$ cat src/verilog/msl_pkg.sv
// Constants, register map and shared types of the monitor sequencer core.
// Assumes a single 40 MHz clock domain; every module but msl_pin_sync refers here by name.
package msl_pkg;

  localparam int CLK_HZ = 40_000_000;
  localparam int TICK_US = 1000;
  localparam int TICK_CYCLES = CLK_HZ / 1_000_000 * TICK_US;
  localparam int TIMEOUT_MS = 25;
  localparam int TIMEOUT_MAX_MS = 35;
  localparam int TIMEOUT_TICKS = TIMEOUT_MS * 1000 / TICK_US + 1;
  localparam int LP_PERIOD_MS = 728;
  localparam int LP_TICKS = LP_PERIOD_MS * 1000 / TICK_US;

  localparam int RES_W = 12;
  localparam int TEMP_W = 9;
  localparam int NCH = 8;
  localparam int TEMP_CH = 7;

  localparam logic [7:0] REG_CONFIG = 8'h00;
  localparam logic [7:0] REG_INT_STATUS = 8'h01;
  localparam logic [7:0] REG_INT_MASK = 8'h03;
  localparam logic [7:0] REG_CONV_RATE = 8'h07;
  localparam logic [7:0] REG_CH_DISABLE = 8'h08;
  localparam logic [7:0] REG_ADV_CONFIG = 8'h0b;
  localparam logic [7:0] REG_BUSY_STATUS = 8'h0c;
  localparam logic [7:0] REG_RESULT_BASE = 8'h20;
  localparam logic [7:0] REG_LIMIT_BASE = 8'h2a;
  localparam logic [7:0] REG_LIMIT_LAST = 8'h39;

  localparam int CFG_START_BIT = 0;
  localparam int CFG_INT_EN_BIT = 1;
  localparam int RATE_CONT_BIT = 0;
  localparam int ADV_EXT_REF_BIT = 0;

  localparam logic [7:0] CONFIG_RST = 8'h00;
  localparam logic [7:0] MASK_RST = 8'h00;
  localparam logic [7:0] RATE_RST = 8'h00;
  localparam logic [7:0] DISABLE_RST = 8'h00;
  localparam logic [7:0] ADV_RST = 8'h00;
  localparam logic [7:0] LIM_HI_RST = 8'hff;
  localparam logic [7:0] LIM_LO_RST = 8'h00;
  localparam logic [7:0] TEMP_HI_RST = 8'h7f;
  localparam logic [7:0] TEMP_LO_RST = 8'h80;

  localparam logic [1:0] LVL_LOW = 2'h0;
  localparam logic [1:0] LVL_MID = 2'h1;
  localparam logic [6:0] ADDR_BASE_LOW = 7'h1d;
  localparam logic [6:0] ADDR_BASE_MID = 7'h2d;
  localparam logic [6:0] ADDR_BASE_HIGH = 7'h35;

  typedef struct packed {
    logic start;
    logic [2:0] chan;
  } msl_conv_req_t;

  typedef struct packed {
    logic done;
    logic [RES_W-1:0] data;
  } msl_conv_rsp_t;

  typedef enum logic [3:0] {
    I2C_IDLE = 4'h0,
    I2C_ADDR = 4'h1,
    I2C_ADDR_ACK = 4'h3,
    I2C_PTR = 4'h2,
    I2C_PTR_ACK = 4'h6,
    I2C_WDATA = 4'h7,
    I2C_WDATA_ACK = 4'h5,
    I2C_READ = 4'h4,
    I2C_READ_ACK = 4'hc
  } msl_i2c_state_t;

  typedef enum logic [2:0] {
    SEQ_IDLE = 3'h0,
    SEQ_START = 3'h1,
    SEQ_WAIT = 3'h3,
    SEQ_CMP = 3'h2,
    SEQ_NEXT = 3'h6,
    SEQ_PAUSE = 3'h7
  } msl_seq_state_t;

endpackage : msl_pkg

$ cat src/verilog/msl_pin_sync.sv
// Three-stage synchroniser for pins from outside the clock domain.
// A new level is passed on only once the second and third stages agree.
`timescale 1ns/1ps
`default_nettype none
module msl_pin_sync #(
  parameter int W = 1,
  parameter logic [W-1:0] RST = '0
) (
  input wire logic clk,
  input wire logic rstn,
  input wire logic [W-1:0] din,
  output logic [W-1:0] dout
);

  logic [W-1:0] s1_q;
  logic [W-1:0] s2_q;
  logic [W-1:0] s3_q;
  logic [W-1:0] out_q;

  for (genvar i = 0; i < W; i++) begin : g_bit
    always_ff @(posedge clk or negedge rstn) begin
      if (!rstn) begin
        s1_q[i] <= RST[i];
        s2_q[i] <= RST[i];
        s3_q[i] <= RST[i];
        out_q[i] <= RST[i];
      end else begin
        s1_q[i] <= din[i];
        s2_q[i] <= s1_q[i];
        s3_q[i] <= s2_q[i];
        if (s2_q[i] == s3_q[i]) begin
          out_q[i] <= s3_q[i];
        end
      end
    end
  end

  assign dout = out_q;

endmodule : msl_pin_sync
`default_nettype wire

$ cat src/verilog/msl_core.sv
// Digital core of an eight-channel monitor: two-wire slave, register file,
// round-robin sequencer with limit checks and an active-low alert output.
// Assumes the converter answers on the same clock; bus pins are asynchronous.
`timescale 1ns/1ps
`default_nettype none
module msl_core #(
  parameter int TICK_CYCLES = msl_pkg::TICK_CYCLES
) (
  input wire logic clk,
  input wire logic rstn,
  input wire logic scl_in,
  input wire logic sda_in,
  output logic sda_out,
  output logic sda_oe,
  input wire logic [1:0] addr_select_low,
  input wire logic [1:0] addr_select_high,
  output msl_pkg::msl_conv_req_t conv_req,
  input wire msl_pkg::msl_conv_rsp_t conv_rsp,
  output logic ext_ref_sel,
  output logic int_n
);

  // Pin synchronisation and bus edges
  logic [5:0] pins_s;
  logic scl_s, sda_s, scl_p_q, sda_p_q;
  logic [1:0] a0_s, a1_s;

  msl_pin_sync #(.W(6), .RST(6'h03)) u_sync (
    .clk(clk),
    .rstn(rstn),
    .din({addr_select_high, addr_select_low, scl_in, sda_in}),
    .dout(pins_s)
  );

  assign {a1_s, a0_s, scl_s, sda_s} = pins_s;

  always_ff @(posedge clk or negedge rstn) begin
    if (!rstn) begin
      scl_p_q <= 1'b1;
      sda_p_q <= 1'b1;
    end else begin
      scl_p_q <= scl_s;
      sda_p_q <= sda_s;
    end
  end

  // Sampling at 40 MHz leaves ample margin at either bus rate
  wire scl_rise = scl_s & ~scl_p_q;
  wire scl_fall = ~scl_s & scl_p_q;
  wire start_det = scl_s & scl_p_q & ~sda_s & sda_p_q;
  wire stop_det = scl_s & scl_p_q & sda_s & ~sda_p_q;

  // Slave address from the two three-level pins
  wire [6:0] addr_base = (a1_s == msl_pkg::LVL_LOW) ? msl_pkg::ADDR_BASE_LOW :
                         (a1_s == msl_pkg::LVL_MID) ? msl_pkg::ADDR_BASE_MID : msl_pkg::ADDR_BASE_HIGH;
  wire [6:0] addr_ofs = (a0_s == msl_pkg::LVL_LOW) ? 7'h0 : (a0_s == msl_pkg::LVL_MID) ? 7'h1 : 7'h2;
  wire [6:0] my_addr = addr_base + addr_ofs;

  // Millisecond tick and bus timeout
  logic [15:0] tick_cnt_q;
  logic [4:0] to_cnt_q;
  wire tick = tick_cnt_q == 16'(TICK_CYCLES - 1);
  wire line_low = ~scl_s | ~sda_s;
  // Counts whole ticks, so a reset fires after 25 to 26 ms of low level
  wire bus_reset = to_cnt_q == 5'(msl_pkg::TIMEOUT_TICKS);

  always_ff @(posedge clk or negedge rstn) begin
    if (!rstn) begin
      tick_cnt_q <= 16'h0000;
      to_cnt_q <= 5'h00;
    end else begin
      tick_cnt_q <= tick ? 16'h0000 : tick_cnt_q + 16'h0001;
      if (!line_low) begin
        to_cnt_q <= 5'h00;
      end else if (tick && !bus_reset) begin
        to_cnt_q <= to_cnt_q + 5'h01;
      end
    end
  end

  // Register file storage
  logic [7:0] cfg_q, mask_q, rate_q, dis_q, adv_q, stat_q;
  logic [7:0] lim_hi_q [msl_pkg::NCH];
  logic [7:0] lim_lo_q [msl_pkg::NCH];
  logic [msl_pkg::RES_W-1:0] res_q [msl_pkg::NCH];
  logic [7:0] res_hi [msl_pkg::NCH];
  logic [7:0] res_lo [msl_pkg::NCH];
  msl_pkg::msl_seq_state_t seq_q;

  // Two-wire slave
  msl_pkg::msl_i2c_state_t st_q, st_d;
  logic [3:0] bit_q, bit_d;
  logic [7:0] sh_q, sh_d, tx_q, tx_d, ptr_q, ptr_d;
  logic rw_q, rw_d, lo_q, lo_d, ackm_q, ackm_d, wr_en, stat_clr;

  wire is_res = ptr_q[7:3] == msl_pkg::REG_RESULT_BASE[7:3];
  wire is_lim = (ptr_q >= msl_pkg::REG_LIMIT_BASE) && (ptr_q <= msl_pkg::REG_LIMIT_LAST);
  wire [7:0] lim_sel = ptr_q - msl_pkg::REG_LIMIT_BASE;
  wire [7:0] lim_byte = lim_sel[0] ? lim_lo_q[lim_sel[3:1]] : lim_hi_q[lim_sel[3:1]];
  wire [7:0] busy_byte = {7'h00, seq_q != msl_pkg::SEQ_IDLE};
  wire [7:0] rd_hi = is_res ? res_hi[ptr_q[2:0]] :
                     is_lim ? lim_byte :
                     (ptr_q == msl_pkg::REG_CONFIG) ? cfg_q :
                     (ptr_q == msl_pkg::REG_INT_STATUS) ? stat_q :
                     (ptr_q == msl_pkg::REG_INT_MASK) ? mask_q :
                     (ptr_q == msl_pkg::REG_CONV_RATE) ? rate_q :
                     (ptr_q == msl_pkg::REG_CH_DISABLE) ? dis_q :
                     (ptr_q == msl_pkg::REG_ADV_CONFIG) ? adv_q :
                     (ptr_q == msl_pkg::REG_BUSY_STATUS) ? busy_byte : 8'h00;
  wire [7:0] rd_lo = res_lo[ptr_q[2:0]];
  wire ptr_is_stat = ptr_q == msl_pkg::REG_INT_STATUS;

  always_comb begin
    st_d = st_q;
    bit_d = bit_q;
    sh_d = sh_q;
    tx_d = tx_q;
    ptr_d = ptr_q;
    rw_d = rw_q;
    lo_d = lo_q;
    ackm_d = ackm_q;
    wr_en = 1'b0;
    stat_clr = 1'b0;
    if (bus_reset || stop_det) begin
      st_d = msl_pkg::I2C_IDLE;
    end else if (start_det) begin
      st_d = msl_pkg::I2C_ADDR;
      bit_d = 4'h0;
    end else if (scl_rise) begin
      if (st_q inside {msl_pkg::I2C_ADDR, msl_pkg::I2C_PTR, msl_pkg::I2C_WDATA}) begin
        sh_d = {sh_q[6:0], sda_s};
        bit_d = bit_q + 4'h1;
      end else if (st_q == msl_pkg::I2C_READ) begin
        bit_d = bit_q + 4'h1;
      end else if (st_q == msl_pkg::I2C_READ_ACK) begin
        ackm_d = ~sda_s;
      end
    end else if (scl_fall) begin
      unique case (st_q)
        msl_pkg::I2C_IDLE: ;
        msl_pkg::I2C_ADDR: if (bit_q == 4'h8) begin
          bit_d = 4'h0;
          rw_d = sh_q[0];
          st_d = (sh_q[7:1] == my_addr) ? msl_pkg::I2C_ADDR_ACK : msl_pkg::I2C_IDLE;
        end
        msl_pkg::I2C_PTR: if (bit_q == 4'h8) begin
          bit_d = 4'h0;
          ptr_d = sh_q;
          st_d = msl_pkg::I2C_PTR_ACK;
        end
        msl_pkg::I2C_WDATA: if (bit_q == 4'h8) begin
          bit_d = 4'h0;
          wr_en = 1'b1;
          st_d = msl_pkg::I2C_WDATA_ACK;
        end
        msl_pkg::I2C_ADDR_ACK: begin
          if (rw_q) begin
            st_d = msl_pkg::I2C_READ;
            tx_d = rd_hi;
            lo_d = 1'b0;
            stat_clr = ptr_is_stat;
          end else begin
            st_d = msl_pkg::I2C_PTR;
          end
        end
        msl_pkg::I2C_PTR_ACK, msl_pkg::I2C_WDATA_ACK: st_d = msl_pkg::I2C_WDATA;
        msl_pkg::I2C_READ: begin
          if (bit_q == 4'h8) begin
            bit_d = 4'h0;
            st_d = msl_pkg::I2C_READ_ACK;
          end else begin
            tx_d = {tx_q[6:0], 1'b0};
          end
        end
        msl_pkg::I2C_READ_ACK: begin
          if (!ackm_q) begin
            st_d = msl_pkg::I2C_IDLE;
          end else if (is_res && !lo_q) begin
            st_d = msl_pkg::I2C_READ;
            tx_d = rd_lo;
            lo_d = 1'b1;
          end else begin
            st_d = msl_pkg::I2C_READ;
            tx_d = rd_hi;
            lo_d = 1'b0;
            stat_clr = ptr_is_stat;
          end
        end
      endcase
    end
  end

  always_ff @(posedge clk or negedge rstn) begin
    if (!rstn) begin
      st_q <= msl_pkg::I2C_IDLE;
      bit_q <= 4'h0;
      sh_q <= 8'h00;
      tx_q <= 8'hff;
      ptr_q <= 8'h00;
      rw_q <= 1'b0;
      lo_q <= 1'b0;
      ackm_q <= 1'b0;
    end else begin
      st_q <= st_d;
      bit_q <= bit_d;
      sh_q <= sh_d;
      tx_q <= tx_d;
      ptr_q <= ptr_d;
      rw_q <= rw_d;
      lo_q <= lo_d;
      ackm_q <= ackm_d;
    end
  end

  // Open-drain data line: only ever pulled low
  wire ack_drive = st_q inside {msl_pkg::I2C_ADDR_ACK, msl_pkg::I2C_PTR_ACK, msl_pkg::I2C_WDATA_ACK};
  assign sda_out = 1'b0;
  assign sda_oe = ack_drive | ((st_q == msl_pkg::I2C_READ) & ~tx_q[7]);

  // Plain registers
  wire wr_cfg = wr_en && (ptr_q == msl_pkg::REG_CONFIG);
  wire wr_mask = wr_en && (ptr_q == msl_pkg::REG_INT_MASK);
  wire wr_rate = wr_en && (ptr_q == msl_pkg::REG_CONV_RATE);
  wire wr_dis = wr_en && (ptr_q == msl_pkg::REG_CH_DISABLE);
  wire wr_adv = wr_en && (ptr_q == msl_pkg::REG_ADV_CONFIG);

  always_ff @(posedge clk or negedge rstn) begin
    if (!rstn) begin
      cfg_q <= msl_pkg::CONFIG_RST;
      mask_q <= msl_pkg::MASK_RST;
      rate_q <= msl_pkg::RATE_RST;
      dis_q <= msl_pkg::DISABLE_RST;
      adv_q <= msl_pkg::ADV_RST;
    end else begin
      if (wr_cfg) cfg_q <= sh_q;
      if (wr_mask) mask_q <= sh_q;
      if (wr_rate) rate_q <= sh_q;
      if (wr_dis) dis_q <= sh_q;
      if (wr_adv) adv_q <= sh_q;
    end
  end

  assign ext_ref_sel = adv_q[msl_pkg::ADV_EXT_REF_BIT];

  // Sequencer
  logic [2:0] ch_q;
  logic [9:0] lp_cnt_q;
  logic conv_start_q;
  wire run = cfg_q[msl_pkg::CFG_START_BIT];
  wire last_ch = ch_q == 3'(msl_pkg::NCH - 1);
  wire lp_done = lp_cnt_q == 10'(msl_pkg::LP_TICKS - 1);

  always_ff @(posedge clk or negedge rstn) begin
    if (!rstn) begin
      seq_q <= msl_pkg::SEQ_IDLE;
      ch_q <= 3'h0;
      lp_cnt_q <= 10'h000;
      conv_start_q <= 1'b0;
    end else begin
      conv_start_q <= 1'b0;
      unique case (seq_q)
        msl_pkg::SEQ_IDLE: if (run) begin
          ch_q <= 3'h0;
          seq_q <= msl_pkg::SEQ_START;
        end
        msl_pkg::SEQ_START: begin
          if (dis_q[ch_q]) begin
            seq_q <= msl_pkg::SEQ_NEXT;
          end else begin
            conv_start_q <= 1'b1;
            seq_q <= msl_pkg::SEQ_WAIT;
          end
        end
        msl_pkg::SEQ_WAIT: if (conv_rsp.done) seq_q <= msl_pkg::SEQ_CMP;
        msl_pkg::SEQ_CMP: seq_q <= msl_pkg::SEQ_NEXT;
        msl_pkg::SEQ_NEXT: begin
          ch_q <= ch_q + 3'h1;
          lp_cnt_q <= 10'h000;
          if (!run) begin
            seq_q <= msl_pkg::SEQ_IDLE;
          end else if (!last_ch || rate_q[msl_pkg::RATE_CONT_BIT]) begin
            seq_q <= msl_pkg::SEQ_START;
          end else begin
            seq_q <= msl_pkg::SEQ_PAUSE;
          end
        end
        msl_pkg::SEQ_PAUSE: begin
          if (!run) begin
            seq_q <= msl_pkg::SEQ_IDLE;
          end else if (tick && lp_done) begin
            seq_q <= msl_pkg::SEQ_START;
          end else if (tick) begin
            lp_cnt_q <= lp_cnt_q + 10'h001;
          end
        end
        default: seq_q <= msl_pkg::SEQ_IDLE;
      endcase
    end
  end

  assign conv_req = '{start: conv_start_q, chan: ch_q};

  // Per-channel result, limits and status
  for (genvar g = 0; g < msl_pkg::NCH; g++) begin : g_ch
    localparam logic [7:0] HI_ADDR = 8'(msl_pkg::REG_LIMIT_BASE + 2 * g);
    localparam logic [7:0] LO_ADDR = 8'(msl_pkg::REG_LIMIT_BASE + 2 * g + 1);
    localparam bit IS_TEMP = g == msl_pkg::TEMP_CH;
    logic viol;
    wire sel = ch_q == 3'(g);
    wire [7:0] v = res_hi[g];
    if (IS_TEMP) begin : g_temp
      assign res_hi[g] = res_q[g][msl_pkg::TEMP_W-1:1];
      assign res_lo[g] = {res_q[g][0], 7'h00};
      assign viol = ($signed(v) > $signed(lim_hi_q[g])) || ($signed(v) < $signed(lim_lo_q[g]));
    end else begin : g_volt
      assign res_hi[g] = res_q[g][msl_pkg::RES_W-1:4];
      assign res_lo[g] = {res_q[g][3:0], 4'h0};
      assign viol = (v > lim_hi_q[g]) || (v < lim_lo_q[g]);
    end

    always_ff @(posedge clk or negedge rstn) begin
      if (!rstn) begin
        res_q[g] <= '0;
        lim_hi_q[g] <= IS_TEMP ? msl_pkg::TEMP_HI_RST : msl_pkg::LIM_HI_RST;
        lim_lo_q[g] <= IS_TEMP ? msl_pkg::TEMP_LO_RST : msl_pkg::LIM_LO_RST;
        stat_q[g] <= 1'b0;
      end else begin
        if (sel && seq_q == msl_pkg::SEQ_WAIT && conv_rsp.done) res_q[g] <= conv_rsp.data;
        if (wr_en && ptr_q == HI_ADDR) lim_hi_q[g] <= sh_q;
        if (wr_en && ptr_q == LO_ADDR) lim_lo_q[g] <= sh_q;
        if (sel && seq_q == msl_pkg::SEQ_CMP && viol) begin
          stat_q[g] <= 1'b1;
        end else if (stat_clr) begin
          stat_q[g] <= 1'b0;
        end
      end
    end
  end

  // Alert output
  logic int_n_q;
  wire alert = cfg_q[msl_pkg::CFG_INT_EN_BIT] & |(stat_q & ~mask_q);

  always_ff @(posedge clk or negedge rstn) begin
    if (!rstn) begin
      int_n_q <= 1'b1;
    end else begin
      int_n_q <= ~alert;
    end
  end

  assign int_n = int_n_q;

endmodule : msl_core
`default_nettype wire

$ cat config.mk
export PLATFORM = sky130hd
export DESIGN_NAME = msl_core
export DESIGN_NICKNAME = d
export VERILOG_FILES = /design/src/verilog/msl_pkg.sv /design/src/verilog/msl_pin_sync.sv /design/src/verilog/msl_core.sv
export SDC_FILE = /design/constraint.sdc
export NUM_CORES = 1
export LEC_CHECK = 0
export BUFFER_PORTS_ARGS = -buffer_cell sky130_fd_sc_hd__buf_2
export CORE_ASPECT_RATIO = 0.7
export CORE_MARGIN = 4
export CORE_UTILIZATION = 50
export DETAILED_ROUTE_END_ITERATION = 8
export PLACE_DENSITY_LB_ADDON = 0.05
export SLEW_MARGIN = 20
export SYNTH_ARGS = -nofsm -noshare
export SYNTH_HDL_FRONTEND = slang
export SYNTH_HIERARCHICAL = 1
export SYNTH_SLANG_ARGS = --single-unit
$ cat constraint.sdc
create_clock -name clk -period 3.2 [get_ports clk]
set_input_delay 0.16 -clock clk [delete_from_list [all_inputs] [get_ports clk]]
set_output_delay 0.16 -clock clk [all_outputs]
set_load 0.05 [all_outputs]
==> impl_metrics.py <==
metrics = {
    "floorplan": {
        "start_util_pct": 51.10,
        "rows": 61,
        "core_um2": 40070,
        "die_h_um": 177.3,
        "pin_count": 29,
        "die_area_um2": 44310,
        "die_w_um": 249.9,
    },
    "route": {
        "drt_iter0_drc": 1367,
        "drc_errors": 0,
        "vias": 14630,
        "wl_mm": 62.68,
        "wl_per_cell_um": 26.57,
        "drt-pass1-iter-count": 5,
        "vias_per_cell": 6.202,
        "antenna_left": 0,
    },
    "finish": {
        "fill_cells": 3375,
        "drive_above_1_share_pct": 31.85,
        "seq_area_um2": 9343,
        "antennaDiodeCount": 0,
        "area_growth_pct": 11.90,
        "fin_nets": 1952,
        "multiInputGateArea_um2": 10200,
    },
    "global_route": {
        "use_met1_pct": 45.01,
        "grtUsageMet3_pct": 11.43,
        "met2_usage_pct": 36.58,
        "grt_overflow_total": 0,
        "grt_max_degree": 84,
        "grt_pass1_wl_mm": 94.65,
        "busiest_layer": "met1",
        "grt_pass1_vias": 14470,
        "grt_antenna_before_repair": 2,
        "grt_use_total_pct": 28.53,
    },
    "worst_setup_path": {
        "regToRegSetupSlack_ns": 0.26,
        "reg2reg_to": "stat_q[4]",
        "crit_path_end_kind": "register",
        "cp-startpoint": "scl_p_q",
        "r2r_start": "scl_p_q",
        "start_kind": "register",
        "cp.arrival_ns": 3.35,
        "worstSetupPathType": "register to register",
        "endpoint": "stat_q[4]",
        "required_ns": 3.62,
        "crit_fanout": 10,
        "r2r_cells": 7,
    },
    "logic_synthesis": {
        "synth_cell_type_count": 76,
        "synth_nets": 1893,
        "synthFlopType": "dfrtp_1",
        "synth_area_um2": 20480,
        "ys_async_sr_fraction_pct": 100.0,
        "synth_seq_area_share_pct": 45.60,
        "netlist_instances": 1736,
        "synth_area_per_cell_um2": 11.80,
        "synth_seq_cells": 369,
        "yosysWarnings": 6,
        "synth_edf_count": 0,
    },
    "sta": {
        "setup_viol": 0,
        "worst_slack_ns": 0.2641,
        "fmax_ghz": 0.3406,
        "worstMarginPinSlew_ns": 0.9127,
        "fin_setup_tns_ns": 0,
        "layout_min_cycle_time_ns": 2.936,
        "maxSlewHeadroom_pct": 39.16,
        "hold_viol": 0,
        "finClkSkew_ns": 0.02623,
        "fin_crit_sh_pct": 91.75,
        "rsz0062_at_grt": "false",
        "slew_violations": 0,
    },
    "status": {
        "outcome": "finished, final reports clean",
    },
    "clock_tree": {
        "root_buffer": "clkbuf_16",
        "cts_max_level": 2,
        "clockBufferDepth": 3,
        "cts_made_buffers": 38,
        "postCtsSetupRepairBufs": 0,
        "cts_resized": 0,
        "path_clk_slew_ns": 0.06,
        "numClockSinks": 369,
        "clk_latency_ns": 0.55,
        "cts_tree": "done",
    },
    "hold_path": {
        "min-delay-path-class": "input port to register",
    },
    "place": {
        "post-place-ws_ns": 0.3226,
        "io_buffers": 27,
        "post-dp-hpwl_mm": 46.69,
        "gp_congestion": 1.021,
    },
    "power": {
        "vdd.ir_drop.worst_mv": 0.5291,
        "power.density_nw_per_um2": 639.4,
        "power.leakage_nw": 10.31,
    },
    "flow_run": {
        "maxCapViolCount": 0,
    },
}
[final cells by class]
type                    instances  area share [%]
multi-input cells            1123           44.53
clock buffers                  55           5.007
flip-flops and latches        369           40.77
inverters                     160           2.621
repair buffers                103           3.506
clock inverters                14          0.6443
well taps                     535           2.921
[per-layer routing]
| metal | routed length, um | part of all wire [%] |
|---|---|---|
| met1 | 30600 | 49 |
| met3 | 7218 | 12 |
| met5 | 200 | 0.32 |
| met2 | 23620 | 38 |
| met4 | 1034 | 1.6 |
[registers in the layout (all words and copies together), names as in the netlist, 10 cells and up]
name        count
g_ch.v         64
lim_hi_q       64
lim_lo_q       64
lp_cnt_q       10
res_lo         29
tick_cnt_q     16
[cells in the mapped netlist (all sizes together) (12+ instances only)]
cell	number	area share, %
and3	17	0.52
inv	157	2.9
nand2b	15	0.46
nand4	22	0.67
xnor2	13	0.56
nor2b	20	0.61
dfstp	83	11
dfrtp	286	35
buf	28	0.65
mux2	262	14
mux4	63	6.9
xor2	17	0.73
a21oi	47	1.1
ha	136	8.3
o21ai	51	1.2
a31oi	17	0.52
nand2	72	1.3
a21o	28	1.0
clkbuf	56	1.0
o22ai	12	0.37
nand3	49	1.2
nor3	24	0.61
nor2	73	1.3
mux2i	25	1.2
[cells by family after synthesis]
group | share of synthesized area [%]
other cells | 0.01831
flops | 45.60
mux | 22.56
compound gates | 8.573
buf+inv | 4.613
xor+xnor | 1.283
fa+ha+maj | 8.640
simple gates | 8.713
[critical path: stages (launching register included)]
cell,delay [ns]
dfstp_2,0.55
inv_1,0.04
ha_1,0.29
nor2b_1,0.19
nand2_1,0.06
or4_1,0.62
or4b_1,0.75
a32o_1,0.30
[cell usage in the layout (no fill, tap or decap), types with 12 or more instances in the layout]
| master | n |
|---|---|
| o22ai_1 | 12 |
| mux4_2 | 63 |
| a21oi_1 | 47 |
| dfstp_2 | 83 |
| xor2_1 | 17 |
| mux2i_1 | 25 |
| clkbuf_16 | 40 |
| o21ai_0 | 51 |
| nand4_1 | 22 |
| nor3_1 | 23 |
| and3_1 | 17 |
| nand3_1 | 49 |
| buf_4 | 57 |
| nor2_1 | 73 |
| dfrtp_1 | 284 |
| a31oi_1 | 17 |
| nand2b_1 | 15 |
| xnor2_1 | 13 |
| nor2b_1 | 20 |
| buf_2 | 26 |
| ha_1 | 136 |
| dlygate4sd3_1 | 15 |
| mux2_2 | 262 |
| inv_1 | 157 |
| a21o_1 | 28 |
| nand2_1 | 72 |
[report_power, final]
group | total, W | leakage, nW | switching (W) | internal, W
combinational | 0.00406 | 4.95 | 0.00240 | 0.00167
clock | 0.00464 | 0.648 | 0.00191 | 0.00274
sequential | 0.00594 | 4.71 | 0.000769 | 0.00517
total | 0.0147 | 10.3 | 0.00507 | 0.00958
[per-stage QoR]
step	hold WS, ns	power, W	util (%)	instance area, um2	instances
after global placement	0.2250	0.009808	53.56	21460	2275
after CTS	0.03907	0.01462	57.19	22910	2359
final	0.07516	0.01465	57.19	22910	2359
after floorplan	-0.1356	0.008143	-	20480	1736
after global routing	0.05150	0.01534	57.19	22910	2359
after detailed placement	0.2259	0.009924	53.58	21470	2275
[what timing repair did]
item | CTS | global route
hold endpoints to repair | 134 | 0
hold buffers | 15 | 0
endpoints found under the setup margin | 0 | 0
[how the worst min path moves through the flow]
stage,to,slack (ns),depth (start not counted),startpoint
after floorplan,ackm_q,-0.14,0,rstn
after global placement,res_lo[36],0.22,1,rstn
after detailed placement,res_lo[36],0.23,1,rstn
after CTS,g_ch[2].v[4],0.04,2,conv_rsp[8]
after global routing,g_ch[6].v[4],0.05,2,conv_rsp[8]
final,g_ch[6].v[4],0.08,2,conv_rsp[8]
No activity file was read; power rests on OpenSTA's default activity.
